File: config.mk
export PLATFORM = sky130hd
export DESIGN_NAME = les_line_error_regs
export DESIGN_NICKNAME = d
export VERILOG_FILES = /design/src/hw/les_pkg.sv /design/src/hw/les_flag_bank.sv /design/src/hw/les_err_counter.sv /design/src/hw/les_line_error_regs.sv
export SDC_FILE = /design/constraint.sdc
export NUM_CORES = 2
export LEC_CHECK = 0
export BUFFER_PORTS_ARGS = -buffer_cell sky130_fd_sc_hd__buf_2
export CAP_MARGIN = 20
export CORE_UTILIZATION = 60
export CTS_CLUSTER_SIZE = 25
export DETAILED_ROUTE_END_ITERATION = 16
export PLACE_DENSITY = 0.79
export SLEW_MARGIN = 20
export SYNTH_ARGS = -nofsm -noshare
export SYNTH_HDL_FRONTEND = slang
export SYNTH_SLANG_ARGS = --single-unit
File: constraint.sdc
create_clock -name clk_sys -period 52.3 [get_ports clk_sys]
set_input_delay 0 -clock clk_sys [delete_from_list [all_inputs] [get_ports clk_sys]]
set_output_delay 0 -clock clk_sys [all_outputs]
set_load 0.03 [all_outputs]
File: src/hw/les_pkg.sv
// les_pkg: register indices, field positions, reset values for the line error register group.
// assumes registers sit one per 32-bit word, byte address = 4 * index.
package les_pkg;

	localparam int NUM_CH = 16;
	localparam int IDX_W = 11;
	localparam int FLAG_W = 6;

	// per-channel group, channel 1 at base, channels 2..15 follow at the stride
	localparam logic [IDX_W-1:0] IDX_CH_STRIDE = 11'h040;
	localparam logic [IDX_W-1:0] IDX_CH_LAST = 11'h3c0;
	localparam logic [5:0] SUB_IRQ_STATUS = 6'h22;
	localparam logic [5:0] SUB_COUNT_LOW = 6'h23;
	localparam logic [5:0] SUB_COUNT_HIGH = 6'h24;

	// channel 0 group
	localparam logic [IDX_W-1:0] IDX_CH0_COUNT_LOW = 11'h7e3;
	localparam logic [IDX_W-1:0] IDX_CH0_COUNT_HIGH = 11'h7e4;
	localparam logic [IDX_W-1:0] IDX_JITTER_CONFIG = 11'h7e5;
	localparam logic [IDX_W-1:0] IDX_POS_PEAK_LOW = 11'h7e6;
	localparam logic [IDX_W-1:0] IDX_POS_PEAK_HIGH = 11'h7e7;
	localparam logic [IDX_W-1:0] IDX_NEG_PEAK_LOW = 11'h7e8;
	localparam logic [IDX_W-1:0] IDX_NEG_PEAK_HIGH = 11'h7e9;

	// control and interrupt summary
	localparam logic [IDX_W-1:0] IDX_ERROR_CONFIG = 11'h7f0;
	localparam logic [IDX_W-1:0] IDX_EDGE_SELECT = 11'h7f1;
	localparam logic [IDX_W-1:0] IDX_IRQ_SUMMARY = 11'h7f2;
	localparam logic [IDX_W-1:0] IDX_IRQ_CLEAR = 11'h7f3;
	localparam logic [IDX_W-1:0] IDX_IRQ_ENABLE = 11'h7f4;

	// status flag positions
	localparam int BIT_SYS_BIPOLAR = 5;
	localparam int BIT_LINE_BIPOLAR = 4;
	localparam int BIT_SYS_EXCESS_ZERO = 3;
	localparam int BIT_LINE_EXCESS_ZERO = 2;
	localparam int BIT_PATTERN_ERROR = 1;
	localparam int BIT_COUNT_OVERFLOW = 0;

	// jitter config fields
	localparam int BIT_MANUAL_TRIGGER = 2;
	localparam int BIT_PERIOD_SELECT = 1;
	localparam int BIT_BAND_SELECT = 0;

	// error config fields
	localparam int BIT_COUNT_UPDATE_SELECT = 1;
	localparam int BIT_COUNT_LOAD_REQUEST = 0;

	localparam int BIT_JITTER_DONE = 0;

	localparam logic [7:0] RST_BYTE = 8'h00;
	localparam logic [FLAG_W-1:0] RST_FLAGS = 6'h00;
	localparam logic [15:0] RST_COUNT = 16'h0000;
	localparam logic [11:0] RST_PEAK = 12'h000;
	localparam logic [15:0] RST_IRQ_ENABLE = 16'hffff;
	localparam logic [15:0] RST_IRQ_SUMMARY = 16'h0000;
	localparam logic [15:0] COUNT_MAX = 16'hffff;

	localparam logic [1:0] RESP_OKAY = 2'b00;
	localparam logic [1:0] RESP_SLVERR = 2'b10;

endpackage

File: src/hw/les_flag_bank.sv
// les_flag_bank: six sticky interrupt flags of one channel.
// assumes level sources synchronous to clk_sys; overflow arrives as a one-cycle pulse.
`timescale 1ns/1ps
module les_flag_bank (
	input wire logic clk_sys,
	input wire logic rst,
	input wire logic [les_pkg::FLAG_W-1:1] src_level,
	input wire logic overflow_pulse,
	input wire logic [les_pkg::FLAG_W-1:0] edge_any,
	input wire logic [les_pkg::FLAG_W-1:0] clear_ones,
	output logic [les_pkg::FLAG_W-1:0] flags
);
	import les_pkg::*;

	logic [FLAG_W-1:1] src_prev;
	logic [FLAG_W-1:0] event_hit;

	always_ff @(posedge clk_sys or posedge rst) begin
		if (rst) begin
			src_prev <= '0;
		end else begin
			src_prev <= src_level;
		end
	end

	// rise always sets; fall sets only where either edge is chosen
	always_comb begin
		event_hit[FLAG_W-1:1] = (src_level & ~src_prev)
			| (~src_level & src_prev & edge_any[FLAG_W-1:1]);
		event_hit[BIT_COUNT_OVERFLOW] = overflow_pulse;
	end

	// set wins over a write-one clear in the same cycle
	always_ff @(posedge clk_sys or posedge rst) begin
		if (rst) begin
			flags <= RST_FLAGS;
		end else begin
			flags <= (flags & ~clear_ones) | event_hit;
		end
	end

endmodule

File: src/hw/les_err_counter.sv
// les_err_counter: internal error accumulator and its readable snapshot for one channel.
// assumes err_pulse is one cycle per error; load is one cycle per counting round.
`timescale 1ns/1ps
module les_err_counter (
	input wire logic clk_sys,
	input wire logic rst,
	input wire logic err_pulse,
	input wire logic load,
	output logic [15:0] count,
	output logic overflow_pulse
);
	import les_pkg::*;

	logic [15:0] accum;

	// accumulator saturates; a new round starts from the error seen at the load
	always_ff @(posedge clk_sys or posedge rst) begin
		if (rst) begin
			accum <= RST_COUNT;
		end else if (load) begin
			accum <= {15'h0000, err_pulse};
		end else if (err_pulse && accum != COUNT_MAX) begin
			accum <= accum + 16'h0001;
		end
	end

	always_ff @(posedge clk_sys or posedge rst) begin
		if (rst) begin
			overflow_pulse <= 1'b0;
		end else begin
			overflow_pulse <= err_pulse && !load && accum == COUNT_MAX;
		end
	end

	// snapshot overwritten each round
	always_ff @(posedge clk_sys or posedge rst) begin
		if (rst) begin
			count <= RST_COUNT;
		end else if (load) begin
			count <= accum;
		end
	end

endmodule

File: src/hw/les_line_error_regs.sv
// les_line_error_regs: per-channel error status, error counts and channel 0 jitter config.
// assumes an AXI4-Lite master on clk_sys; event sources and jitter peaks come from
// the line logic, synchronous to clk_sys.
//
// Overview of operation
// - status register repeats for channels 1..15 at 0x40 index steps.
// - bit 5 sets on system bipolar violation, write one clears, resets zero.
// - bit 4 sets on line bipolar violation, write one clears, resets zero.
// - bit 3 sets on system excess zeros, write one clears, resets zero.
// - bit 2 sets on line excess zeros, write one clears, resets zero.
// - bit 1 sets on test pattern error, write one clears, resets zero.
// - bit 0 sets on error count overflow, write one clears, resets zero.
// - status bits 7 and 6 are reserved and read zero.
// - 16-bit error count read as low and high bytes, every channel, reset zero.
// - counter mode bit 1 picks automatic or manual count loading.
// - channel 0 jitter config register is read/write, resets zero, bits 7..3 reserved.
// - period select bit 1: zero manual stop, one fixed one-second period.
// - band select bit 0: zero wide band, one high band.
// - positive peak is 12 bits over two registers, value/16 gives UIpp.
// - edge select zero: rising sets flag; one: either transition sets flag.
`timescale 1ns/1ps
module les_line_error_regs (
	input wire logic clk_sys,
	input wire logic rst,
	// axi4-lite slave
	input wire logic [12:0] s_axi_awaddr,
	input wire logic [2:0] s_axi_awprot,
	input wire logic s_axi_awvalid,
	output logic s_axi_awready,
	input wire logic [31:0] s_axi_wdata,
	input wire logic [3:0] s_axi_wstrb,
	input wire logic s_axi_wvalid,
	output logic s_axi_wready,
	output logic [1:0] s_axi_bresp,
	output logic s_axi_bvalid,
	input wire logic s_axi_bready,
	input wire logic [12:0] s_axi_araddr,
	input wire logic [2:0] s_axi_arprot,
	input wire logic s_axi_arvalid,
	output logic s_axi_arready,
	output logic [31:0] s_axi_rdata,
	output logic [1:0] s_axi_rresp,
	output logic s_axi_rvalid,
	input wire logic s_axi_rready,
	// status sources, index is the channel
	input wire logic [les_pkg::NUM_CH-1:1] sys_bipolar_viol,
	input wire logic [les_pkg::NUM_CH-1:1] line_bipolar_viol,
	input wire logic [les_pkg::NUM_CH-1:1] sys_excess_zero,
	input wire logic [les_pkg::NUM_CH-1:1] line_excess_zero,
	input wire logic [les_pkg::NUM_CH-1:1] pattern_error,
	input wire logic [les_pkg::NUM_CH-1:0] err_pulse,
	input wire logic count_round_end,
	// channel 0 jitter measurement
	input wire logic [11:0] jit_pos_peak,
	input wire logic [11:0] jit_neg_peak,
	input wire logic jit_second_tick,
	output logic period_select,
	output logic band_select,
	output logic count_update_select,
	output logic irq
);
	import les_pkg::*;

	typedef logic [FLAG_W-1:0] les_flags_t;

	// channel number 1..15 of a per-channel index, zero when outside the groups
	function automatic logic [3:0] chan_of(input logic [IDX_W-1:0] idx);
		logic [3:0] ch;
		ch = 4'h0;
		if (idx < IDX_CH_LAST) begin
			ch = 4'(idx[9:6]) + 4'h1;
		end
		return ch;
	endfunction

	function automatic logic [7:0] low_byte(input logic [15:0] v);
		return v[7:0];
	endfunction

	function automatic logic [7:0] high_byte(input logic [15:0] v);
		return v[15:8];
	endfunction

	// write channel state
	logic aw_held;
	logic w_held;
	logic [IDX_W-1:0] wr_idx;
	logic [31:0] wr_data;
	logic [3:0] wr_strb;
	logic wr_go;
	logic [3:0] wr_ch;
	logic wr_hit;

	// register contents
	logic [2:0] jitter_config;
	logic manual_trigger_prev;
	logic [11:0] pos_peak;
	logic [11:0] neg_peak;
	logic [FLAG_W-1:0] edge_select;
	logic count_load_request;
	logic [15:0] irq_enable;
	logic jitter_done;
	logic jitter_capture;
	logic count_load;

	les_flags_t flags [NUM_CH];
	les_flags_t clear_ones [NUM_CH];
	logic [15:0] err_count [NUM_CH];
	logic [NUM_CH-1:0] count_overflow;
	logic [NUM_CH-1:0] chan_any;
	logic [15:0] irq_summary;

	logic [31:0] next_rdata;
	logic [1:0] next_rresp;

	// ---------- write address / data capture, either order ----------
	assign wr_go = aw_held && w_held && !s_axi_bvalid;
	assign wr_ch = chan_of(wr_idx);

	always_ff @(posedge clk_sys or posedge rst) begin
		if (rst) begin
			aw_held <= 1'b0;
			wr_idx <= '0;
		end else if (s_axi_awvalid && s_axi_awready) begin
			aw_held <= 1'b1;
			wr_idx <= s_axi_awaddr[12:2];
		end else if (wr_go) begin
			aw_held <= 1'b0;
		end
	end

	always_ff @(posedge clk_sys or posedge rst) begin
		if (rst) begin
			w_held <= 1'b0;
			wr_data <= '0;
			wr_strb <= '0;
		end else if (s_axi_wvalid && s_axi_wready) begin
			w_held <= 1'b1;
			wr_data <= s_axi_wdata;
			wr_strb <= s_axi_wstrb;
		end else if (wr_go) begin
			w_held <= 1'b0;
		end
	end

	always_ff @(posedge clk_sys or posedge rst) begin
		if (rst) begin
			s_axi_awready <= 1'b0;
			s_axi_wready <= 1'b0;
		end else begin
			s_axi_awready <= !aw_held && !(s_axi_awvalid && s_axi_awready) && !wr_go;
			s_axi_wready <= !w_held && !(s_axi_wvalid && s_axi_wready) && !wr_go;
		end
	end

	// writable targets and whether the index is mapped for writing
	always_comb begin
		wr_hit = 1'b0;
		if (wr_ch != 4'h0) begin
			wr_hit = wr_idx[5:0] == SUB_IRQ_STATUS;
		end
		if (wr_idx == IDX_JITTER_CONFIG || wr_idx == IDX_ERROR_CONFIG
			|| wr_idx == IDX_EDGE_SELECT || wr_idx == IDX_IRQ_CLEAR
			|| wr_idx == IDX_IRQ_ENABLE) begin
			wr_hit = 1'b1;
		end
	end

	always_ff @(posedge clk_sys or posedge rst) begin
		if (rst) begin
			s_axi_bvalid <= 1'b0;
			s_axi_bresp <= RESP_OKAY;
		end else if (wr_go) begin
			s_axi_bvalid <= 1'b1;
			s_axi_bresp <= wr_hit ? RESP_OKAY : RESP_SLVERR;
		end else if (s_axi_bready) begin
			s_axi_bvalid <= 1'b0;
		end
	end

	// ---------- status write-one-clear strobes ----------
	always_comb begin
		for (int c = 0; c < NUM_CH; c++) begin
			clear_ones[c] = '0;
			if (wr_go && wr_strb[0] && wr_ch == 4'(c) && wr_idx[5:0] == SUB_IRQ_STATUS) begin
				clear_ones[c] = wr_data[FLAG_W-1:0];
			end
		end
	end

	// ---------- per-channel flags and counters ----------
	assign flags[0] = RST_FLAGS;

	generate
		for (genvar c = 1; c < NUM_CH; c++) begin : g_chan
			les_flag_bank u_flags (
				.clk_sys(clk_sys),
				.rst(rst),
				.src_level({sys_bipolar_viol[c], line_bipolar_viol[c], sys_excess_zero[c],
					line_excess_zero[c], pattern_error[c]}),
				.overflow_pulse(count_overflow[c]),
				.edge_any(edge_select),
				.clear_ones(clear_ones[c]),
				.flags(flags[c])
			);
		end
		for (genvar c = 0; c < NUM_CH; c++) begin : g_count
			les_err_counter u_count (
				.clk_sys(clk_sys),
				.rst(rst),
				.err_pulse(err_pulse[c]),
				.load(count_load),
				.count(err_count[c]),
				.overflow_pulse(count_overflow[c])
			);
		end
	endgenerate

	// automatic: round end loads; manual: software request loads
	assign count_load = count_update_select ? count_load_request : count_round_end;

	// ---------- error config and edge select ----------
	always_ff @(posedge clk_sys or posedge rst) begin
		if (rst) begin
			count_update_select <= 1'b0;
			count_load_request <= 1'b0;
		end else begin
			count_load_request <= 1'b0;
			if (wr_go && wr_strb[0] && wr_idx == IDX_ERROR_CONFIG) begin
				count_update_select <= wr_data[BIT_COUNT_UPDATE_SELECT];
				count_load_request <= wr_data[BIT_COUNT_LOAD_REQUEST];
			end
		end
	end

	always_ff @(posedge clk_sys or posedge rst) begin
		if (rst) begin
			edge_select <= RST_FLAGS;
		end else if (wr_go && wr_strb[0] && wr_idx == IDX_EDGE_SELECT) begin
			edge_select <= wr_data[FLAG_W-1:0];
		end
	end

	// ---------- jitter measurement config ----------
	always_ff @(posedge clk_sys or posedge rst) begin
		if (rst) begin
			jitter_config <= 3'h0;
		end else if (wr_go && wr_strb[0] && wr_idx == IDX_JITTER_CONFIG) begin
			jitter_config <= wr_data[2:0];
		end
	end

	always_ff @(posedge clk_sys or posedge rst) begin
		if (rst) begin
			period_select <= 1'b0;
			band_select <= 1'b0;
			manual_trigger_prev <= 1'b0;
		end else begin
			period_select <= jitter_config[BIT_PERIOD_SELECT];
			band_select <= jitter_config[BIT_BAND_SELECT];
			manual_trigger_prev <= jitter_config[BIT_MANUAL_TRIGGER];
		end
	end

	// manual: stop bit rising edge; automatic: one-second tick
	assign jitter_capture = jitter_config[BIT_PERIOD_SELECT] ? jit_second_tick
		: (jitter_config[BIT_MANUAL_TRIGGER] && !manual_trigger_prev);

	always_ff @(posedge clk_sys or posedge rst) begin
		if (rst) begin
			pos_peak <= RST_PEAK;
			neg_peak <= RST_PEAK;
		end else if (jitter_capture) begin
			pos_peak <= jit_pos_peak;
			neg_peak <= jit_neg_peak;
		end
	end

	// ---------- interrupt summary ----------
	always_comb begin
		for (int c = 0; c < NUM_CH; c++) begin
			chan_any[c] = |flags[c];
		end
	end

	always_ff @(posedge clk_sys or posedge rst) begin
		if (rst) begin
			jitter_done <= 1'b0;
		end else if (jitter_capture) begin
			jitter_done <= 1'b1;
		end else if (wr_go && wr_strb[0] && wr_idx == IDX_IRQ_CLEAR
			&& wr_data[BIT_JITTER_DONE]) begin
			jitter_done <= 1'b0;
		end
	end

	assign irq_summary = {chan_any[NUM_CH-1:1], jitter_done};

	always_ff @(posedge clk_sys or posedge rst) begin
		if (rst) begin
			irq_enable <= RST_IRQ_ENABLE;
		end else if (wr_go && wr_strb[0] && wr_idx == IDX_IRQ_ENABLE) begin
			irq_enable <= {wr_strb[1] ? wr_data[15:8] : irq_enable[15:8], wr_data[7:0]};
		end
	end

	always_ff @(posedge clk_sys or posedge rst) begin
		if (rst) begin
			irq <= 1'b0;
		end else begin
			irq <= |(irq_summary & irq_enable);
		end
	end

	// ---------- read path ----------
	always_comb begin
		logic [IDX_W-1:0] idx;
		logic [3:0] ch;
		idx = s_axi_araddr[12:2];
		ch = chan_of(idx);
		next_rdata = 32'h0000_0000;
		next_rresp = RESP_OKAY;
		if (ch != 4'h0 && idx[5:0] == SUB_IRQ_STATUS) begin
			next_rdata[7:0] = {2'b00, flags[ch]};
		end else if (ch != 4'h0 && idx[5:0] == SUB_COUNT_LOW) begin
			next_rdata[7:0] = low_byte(err_count[ch]);
		end else if (ch != 4'h0 && idx[5:0] == SUB_COUNT_HIGH) begin
			next_rdata[7:0] = high_byte(err_count[ch]);
		end else begin
			unique case (idx)
				IDX_CH0_COUNT_LOW: next_rdata[7:0] = low_byte(err_count[0]);
				IDX_CH0_COUNT_HIGH: next_rdata[7:0] = high_byte(err_count[0]);
				IDX_JITTER_CONFIG: next_rdata[7:0] = {5'h00, jitter_config};
				IDX_POS_PEAK_LOW: next_rdata[7:0] = pos_peak[7:0];
				IDX_POS_PEAK_HIGH: next_rdata[7:0] = {4'h0, pos_peak[11:8]};
				IDX_NEG_PEAK_LOW: next_rdata[7:0] = neg_peak[7:0];
				IDX_NEG_PEAK_HIGH: next_rdata[7:0] = {4'h0, neg_peak[11:8]};
				IDX_ERROR_CONFIG: next_rdata[7:0] = {6'h00, count_update_select, 1'b0};
				IDX_EDGE_SELECT: next_rdata[7:0] = {2'b00, edge_select};
				IDX_IRQ_SUMMARY: next_rdata[15:0] = irq_summary;
				IDX_IRQ_CLEAR: next_rdata = 32'h0000_0000;
				IDX_IRQ_ENABLE: next_rdata[15:0] = irq_enable;
				default: next_rresp = RESP_SLVERR;
			endcase
		end
	end

	always_ff @(posedge clk_sys or posedge rst) begin
		if (rst) begin
			s_axi_arready <= 1'b0;
		end else begin
			s_axi_arready <= !s_axi_rvalid && !(s_axi_arvalid && s_axi_arready);
		end
	end

	always_ff @(posedge clk_sys or posedge rst) begin
		if (rst) begin
			s_axi_rvalid <= 1'b0;
			s_axi_rdata <= 32'h0000_0000;
			s_axi_rresp <= RESP_OKAY;
		end else if (s_axi_arvalid && s_axi_arready) begin
			s_axi_rvalid <= 1'b1;
			s_axi_rdata <= next_rdata;
			s_axi_rresp <= next_rresp;
		end else if (s_axi_rready) begin
			s_axi_rvalid <= 1'b0;
		end
	end

endmodule

# --- Word level (Yosys, flattened, before mapping) ---
# Index checks and enable logic that the tools add are counted.
# Widths: inputs -> output; s select.
totals:
  register_bits: 820
  input_bits: 192
  out_inout_bits: 45
  word_cells: 562
classes:
  n_addsub: 18
  n_lt_le_gt_ge: 3
  eq_ne: 67
  mux: 82
  bitwise_logic: 137
  reduce_logical: 152
op_table:
  columns: ["op", "n"]
  rows:
  - ["$mux 16", 34]
  - ["$add 16x1->16 const B", 16]
  - ["$ne 16x16->1 const B", 16]
  - ["$eq 16x16->1 const B", 15]
  - ["$and 5x5->5", 45]
  - ["$eq 11x11->1 const B", 17]
  - ["$not 5->5", 30]
  - ["$mux 6", 17]
  - ["$logic_and 1x1->1", 97]
  - ["$and 6x6->6", 15]
  - ["$not 6->6", 15]
  - ["$or 6x6->6", 15]
  - ["$reduce_or 6->1", 15]
  - ["$pmux 8 s11", 1]
  - ["$or 5x5->5", 15]
  - ["$bmux 16 s4", 1]
  - ["$reduce_bool 2->1", 21]
  - ["$mux 8", 5]
  - ["$eq 4x4->1 const B", 8]
  - ["$bmux 6 s4", 1]
  - ["$eq 6x6->1 const B", 4]
  - ["$mux 24", 1]
  - ["$lt 11x10->1 const B", 2]
  - ["$and 16x16->16", 1]
  - ["16 further kinds", 52]

# --- Depth between registers and ports, before layout ---
depth:
  word_depth: 9
  mapped_depth: 11
  ltp_nobuf: 8

# --- Cells and area by module ---
# Synthesis repeated with hierarchy kept, for this count alone.
hier_totals:
  hier_cells: 3579
  hier_area_um2: 40186.0
modules_own_cells:
  columns: ["module", "instances", "cells_each", "area_each_um2", "seq_area_each_um2"]
  rows:
  - ["les_err_counter", 16, 134, 1524.0, 825.8]
  - ["les_line_error_regs", 1, 925, 9196.3, 2772.7]
  - ["les_flag_bank", 15, 34, 440.4, 275.3]

# --- Least setup slack after synthesis ---
# Ideal clock, no wire load.
synth_timing:
  path_kind: "register to register"
  startpoint: "register wr_idx[7]"
  endpoint: "register g_chan[14].u_flags.flags[1] (netlist bit)"
  setup_ps: 132
  arrival_time_ps: 2134
  required_time_ps: 52168
  setup_slack_ps: 50034
  path_stages_with_launch: 10
  path_buffers: 1
  period_less_slack_ps: 2266
  cell_sequence: "dfrtp_1 > ha_1 > clkbuf_1 > nand2_1 > nor2_1 > a31oi_1 > or3_1 > or4b_4 > o21ai_1 > o211ai_1"
synth_via:
  elab_chain_len: 9
  word_cells_on_any_way: 10
  classes_between: "add/sub (1); order compare (1); eq/ne (1); mux (2); bitwise (3); reduce/logical (2)"
synth_rtl:
  columns: ["item", "line_no", "source"]
  rows:
  - ["from (decl)", "les_line_error_regs.sv:87", "logic [IDX_W-1:0] wr_idx;"]
  - ["from (signal assigned)", "les_line_error_regs.sv:126", "wr_idx <= s_axi_awaddr[12:2];"]
  - ["$lt 11x10->1 or $add 4x1->4 (tied branches)", "les_line_error_regs.sv:70, les_line_error_regs.sv:71", null]
  - ["$mux 4 *", "les_line_error_regs.sv:70", "if (idx < IDX_CH_LAST) begin"]
  - ["$eq 4x4->1 *", "les_line_error_regs.sv:185", "if (wr_go && wr_strb[0] && wr_ch == 4'(c) && wr_idx[5:0] == SUB_IRQ_STATUS) begin"]
  - ["$logic_and 1x1->1 * (2 in a row)", "les_line_error_regs.sv:185", null]
  - ["$mux 6 *", "les_line_error_regs.sv:185", null]
  - ["$not 6->6 *", "les_flag_bank.sv:38", "flags <= (flags & ~clear_ones) | event_hit;"]
  - ["$and 6x6->6 *", "les_flag_bank.sv:38", null]
  - ["$or 6x6->6 *", "les_flag_bank.sv:38", null]
  - ["to (signal assigned)", "les_flag_bank.sv:38", null]
  - ["to (decl)", "les_flag_bank.sv:11", "output logic [les_pkg::FLAG_W-1:0] flags"]
# Mark *: on every way between the ends. The rest lies on a longest branch, timed or not.
# A chain may end at the register's enable or synchronous reset.

# --- Worst setup path in the final report ---
layout_timing:
  startpoint: "register count_update_select"
  endpoint: "register g_count[15].u_count.count[6]"
layout_via:
  elab_chain_len: 1
layout_rtl:
  columns: ["item", "line_no", "source"]
  rows:
  - ["from (decl)", "les_line_error_regs.sv:59", "output logic count_update_select,"]
  - ["from (signal assigned)", "les_line_error_regs.sv:230", "count_update_select <= wr_data[BIT_COUNT_UPDATE_SELECT];"]
  - ["$mux 1", "les_line_error_regs.sv:220", "assign count_load = count_update_select ? count_load_request : count_round_end;"]
  - ["to (signal assigned)", "les_err_counter.sv:40", "count <= accum;"]
  - ["to (decl)", "les_err_counter.sv:9", "output logic [15:0] count,"]
# No other way between the ends.

==> implementation parameters <==
Parameter                              Value

Run status
  Outcome    complete, no violations

Synth
  Mapped Cells    3,896
  Mean Syn Cell Area    9.643 µm²
  Post-synthesis instance area    37,570 µm²
  Number of distinct library cells after synthesis    88
  Proportion of synthesized flip-flops having asynchronous set or reset    100.0%
  Number of enable-type register cells in the synthesized netlist    0
  Synthesized flop and latch total    802
  Dominant synthesized flop cell    dfrtp_1
  Sequential cell area fraction in the yosys report    53.47%
  Yosys warns    0

Die
  Core area    61,830 µm²
  Starting density of the core    60.77%
  Die area    63,620 µm²
  Die Span X    252.2 µm
  Height of the chip    252.2 µm
  Number of placed I/O pins    237
  Number of core rows    91

Global route
  Leftover overflow at the end of global routing    0
  Number of global-route vias before repair    30,517
  Maximum number of pins on one net before global-route repair    114
  Combined global-route utilization of all metal layers    34.87%
  Global-route wire length before repair    170.9 mm
  Initial antenna violation count    5

Worst setup path
  Worst setup EP type    flop
  CP Class    flop to flop
  Worst Setup Start Kind    flop
  Required @ worst endpoint    52.86 ns
  Startpoint of the worst-slack reg-to-reg timing path    count_update_select$_DFFE_PP0P_
  Highest net fanout along the worst path    113
  Data arrival time of the worst path    4.43 ns
  Launching element of the worst setup path    count_update_select$_DFFE_PP0P_

STA
  Actual slew at the worst max-slew pin    1.150 ns
  Worst Hold Slack    0.03518 ns
  Period utilization    7.402%
  Final setup violation count    0
  Setup TNS    0 ns
  Max_slew headroom    22.72%
  Setup skew after layout    0.02322 ns
  Final max-slew violation count    0
  Fmax    258.3 MHz
  Post-layout minimum cycle time    3.871 ns
  Final hold violations    0
  RSZ-0062 raised after global routing    false

Placed design
  Port bufs    190
  Detailed placer's ending HPWL    72.09 mm
  Routability Congestion    1.004

Routing
  Detailed Route Iter0 Violations    3,677
  Detail-routed via count per cell    6.137
  Detailed-routing iteration count for the pre-antenna-repair pass    6
  DRC viols    0
  Count of antenna-violating nets left after detailed routing    0
  Sum of routed wire length over all layers    109.6 mm
  Total number of vias    31,231
  Detailed-route wire length per cell    21.53 µm

Cells and area
  Layout cells sized above 1    12.65%
  NumNets Final    4,390
  Signed area change from the synthesized netlist to the final layout    15.68%

Power
  Pwr dens    33.69 nW/µm²
  Worst vdd rail ir drop    0.02942 mV
  Static leakage    19.91 nW

Clock tree
  Clk Latency, worst-skew pair    0.64 ns
  TritonCTS clock tree    yes
  Post-CTS clock slew at the launch and capture registers of the worst setup and hold paths    0.07 ns
  PostCTS Resize Cnt    0
  Longest Clk Path Bufs    3
  Clk root buf    clkbuf_16
  Total clock buffers created by CTS    84
  Number of clock sinks    802
  Number of H-tree levels    3
  Quantity of hold-fixing buffers added after cts    163
  Count of buffers added by post-CTS timing repair for setup    0

Min path
  Class of the most critical hold timing path    input pin to flop
  Worst Hold Launch    line_excess_zero[9]

Job
  Max-cap violation count    0
## worst max-delay path, cell delays in order (launching register included)
cell     delay (ns)
dfrtp_1        0.71
mux2_8         0.72
buf_4          0.88
buf_4          0.93
nand2_1        0.29
nand2_1        0.14
## cell type report
class	instances	area, µm²
diodes	8	20.02
clock buffers	124	2466
clock inverters	26	324.1
fillers	4341	18370
inverters	107	409.1
multi-input cells	2804	16310
flip-flops and latches	802	20090
well taps	837	1047
repair buffers	381	2793
## Yosys cell counts (5+ instances only)
| cell type | count | area share, % |
|---|---|---|
| nand2_1 | 1105 | 11 |
| dfrtp_1 | 786 | 52 |
| nor2_1 | 325 | 3.2 |
| o21ai_0 | 156 | 2.1 |
| clkbuf_1 | 136 | 1.4 |
| nand3_1 | 125 | 1.7 |
| xor2_1 | 108 | 2.5 |
| inv_1 | 107 | 1.1 |
| a21oi_1 | 106 | 1.4 |
| mux2_2 | 71 | 2.1 |
| xnor2_1 | 70 | 1.6 |
| nand4_1 | 66 | 1.1 |
| mux4_2 | 64 | 3.8 |
| and3_1 | 53 | 0.88 |
| or3_1 | 53 | 0.88 |
| a221o_1 | 51 | 1.4 |
| mux2i_1 | 40 | 1.1 |
| nand2b_1 | 37 | 0.62 |
| and4_1 | 36 | 0.84 |
| nor3_1 | 31 | 0.41 |
| and2_1 | 30 | 0.50 |
| buf_4 | 26 | 0.52 |
| o211ai_1 | 26 | 0.52 |
| buf_2 | 25 | 0.33 |
| nor4_1 | 21 | 0.35 |
| a221oi_1 | 19 | 0.44 |
| a22oi_1 | 19 | 0.38 |
| ha_1 | 18 | 0.60 |
| dfstp_2 | 16 | 1.1 |
| buf_1 | 12 | 0.12 |
| a21o_1 | 10 | 0.20 |
| a22o_1 | 9 | 0.21 |
| a31oi_1 | 9 | 0.15 |
| o21ai_1 | 8 | 0.11 |
| a211oi_1 | 7 | 0.14 |
| nor2b_1 | 7 | 0.12 |
| or4_1 | 7 | 0.14 |
| nand3b_1 | 6 | 0.12 |
| nor2_2 | 6 | 0.10 |
| nor3b_1 | 6 | 0.12 |
| or2_2 | 6 | 0.10 |
| a311o_1 | 5 | 0.13 |
| a311oi_1 | 5 | 0.12 |
| o2111ai_1 | 5 | 0.12 |
## cells by family after synthesis
kind of cell             Yosys count  share of synthesized area, %
AND/OR/NAND/NOR                 1940                         22.82
flip-flops                       802                         53.47
AO/OA/AOI/OAI                    472                         8.369
buffers and inverters            307                         3.430
XOR/XNOR                         179                         4.193
multiplexers                     177                         7.107
adder cells (fa/ha/maj)           18                        0.5995
other                              1                      0.009981
## final timing paths
check | end | cells after the start | slack, ns
max | g_count[15].u_count.count[6]$_DFFE_PP0P_ | 5 | 48.43
min | g_chan[9].u_flags.src_prev[2]$_DFF_PP0_ | 2 | 0.04
max reg2reg | g_count[15].u_count.count[6]$_DFFE_PP0P_ | 5 | 48.43
min reg2reg | g_chan[7].u_flags.flags[0]$_DFF_PP0_ | 1 | 0.44
max in group asynchronous | g_count[3].u_count.accum[3]$_DFFE_PP0P_ | 6 | 48.99
min in group asynchronous | g_chan[14].u_flags.src_prev[3]$_DFF_PP0_ | 3 | 0.06
## flip-flops by register name, summed over array words and instances (netlist names), 2 cells and up
register and flops:
g_count.u_count.count 256, jitter_config 3, g_chan.u_flags.src_prev 75, edge_select 6
g_chan.u_flags.flags 90, neg_peak 12, irq_enable 16, s_axi_rdata 16
wr_strb 2, g_count.u_count.overflow_pulse 15, pos_peak 12, g_count.u_count.accum 256
wr_data 16, wr_idx 11
## power breakdown
group	internal (mW)	leakage, nW	switching [mW]
registers	0.650	10.4	0.0384
logic	0.0574	8.15	0.107
clock network	0.361	1.37	0.250
## layout by cell type (no fill, tap or decap), types with 21 or more instances in the layout
cell type      synthesis  final
a21oi_1              106    105
a221o_1               51     51
and2_1                30     30
and3_1                53     53
and4_1                36     36
buf_2                 25    190
buf_4                 26     28
clkbuf_1             136     22
clkbuf_16              0     87
dfrtp_1              786    786
dlygate4sd3_1          0    163
inv_1                107    106
mux2_2                71     70
mux2i_1               40     39
mux4_2                64     64
nand2_1             1105   1105
nand2b_1              37     37
nand3_1              125    125
nand4_1               66     66
nor2_1               325    325
nor3_1                31     30
nor4_1                21     21
o211ai_1              26     26
o21ai_0              156    156
or3_1                 53     53
xnor2_1               70     70
xor2_1               108    108
## layer usage
layer / track usage [%] / wire, µm / vias to the layer above
met3: 8.311 / 10570 / 416
met5: 0 / 20 / -
met4: 19.84 / 7020 / 2
li1: - / - / 13844
met1: 44.82 / 41180 / 15268
met2: 54.55 / 50770 / 1701
## metrics by stage
stage          cells  setup WS [ns]  instance area [µm²]  total power, mW  utilization, %
6_report        5089          48.43                43460            1.464           70.29
3_5_place_dp    4768          48.56                39010           0.8389           63.10
2_1_floorplan   3913          29.80                37630           0.7848               -
5_1_grt         5081          48.16                43440            1.504           70.26
4_1_cts         5081          48.55                43430            1.454           70.25
3_3_place_gp    4768          48.53                39010           0.8349           63.10
Power figures use the tool's default switching activity.
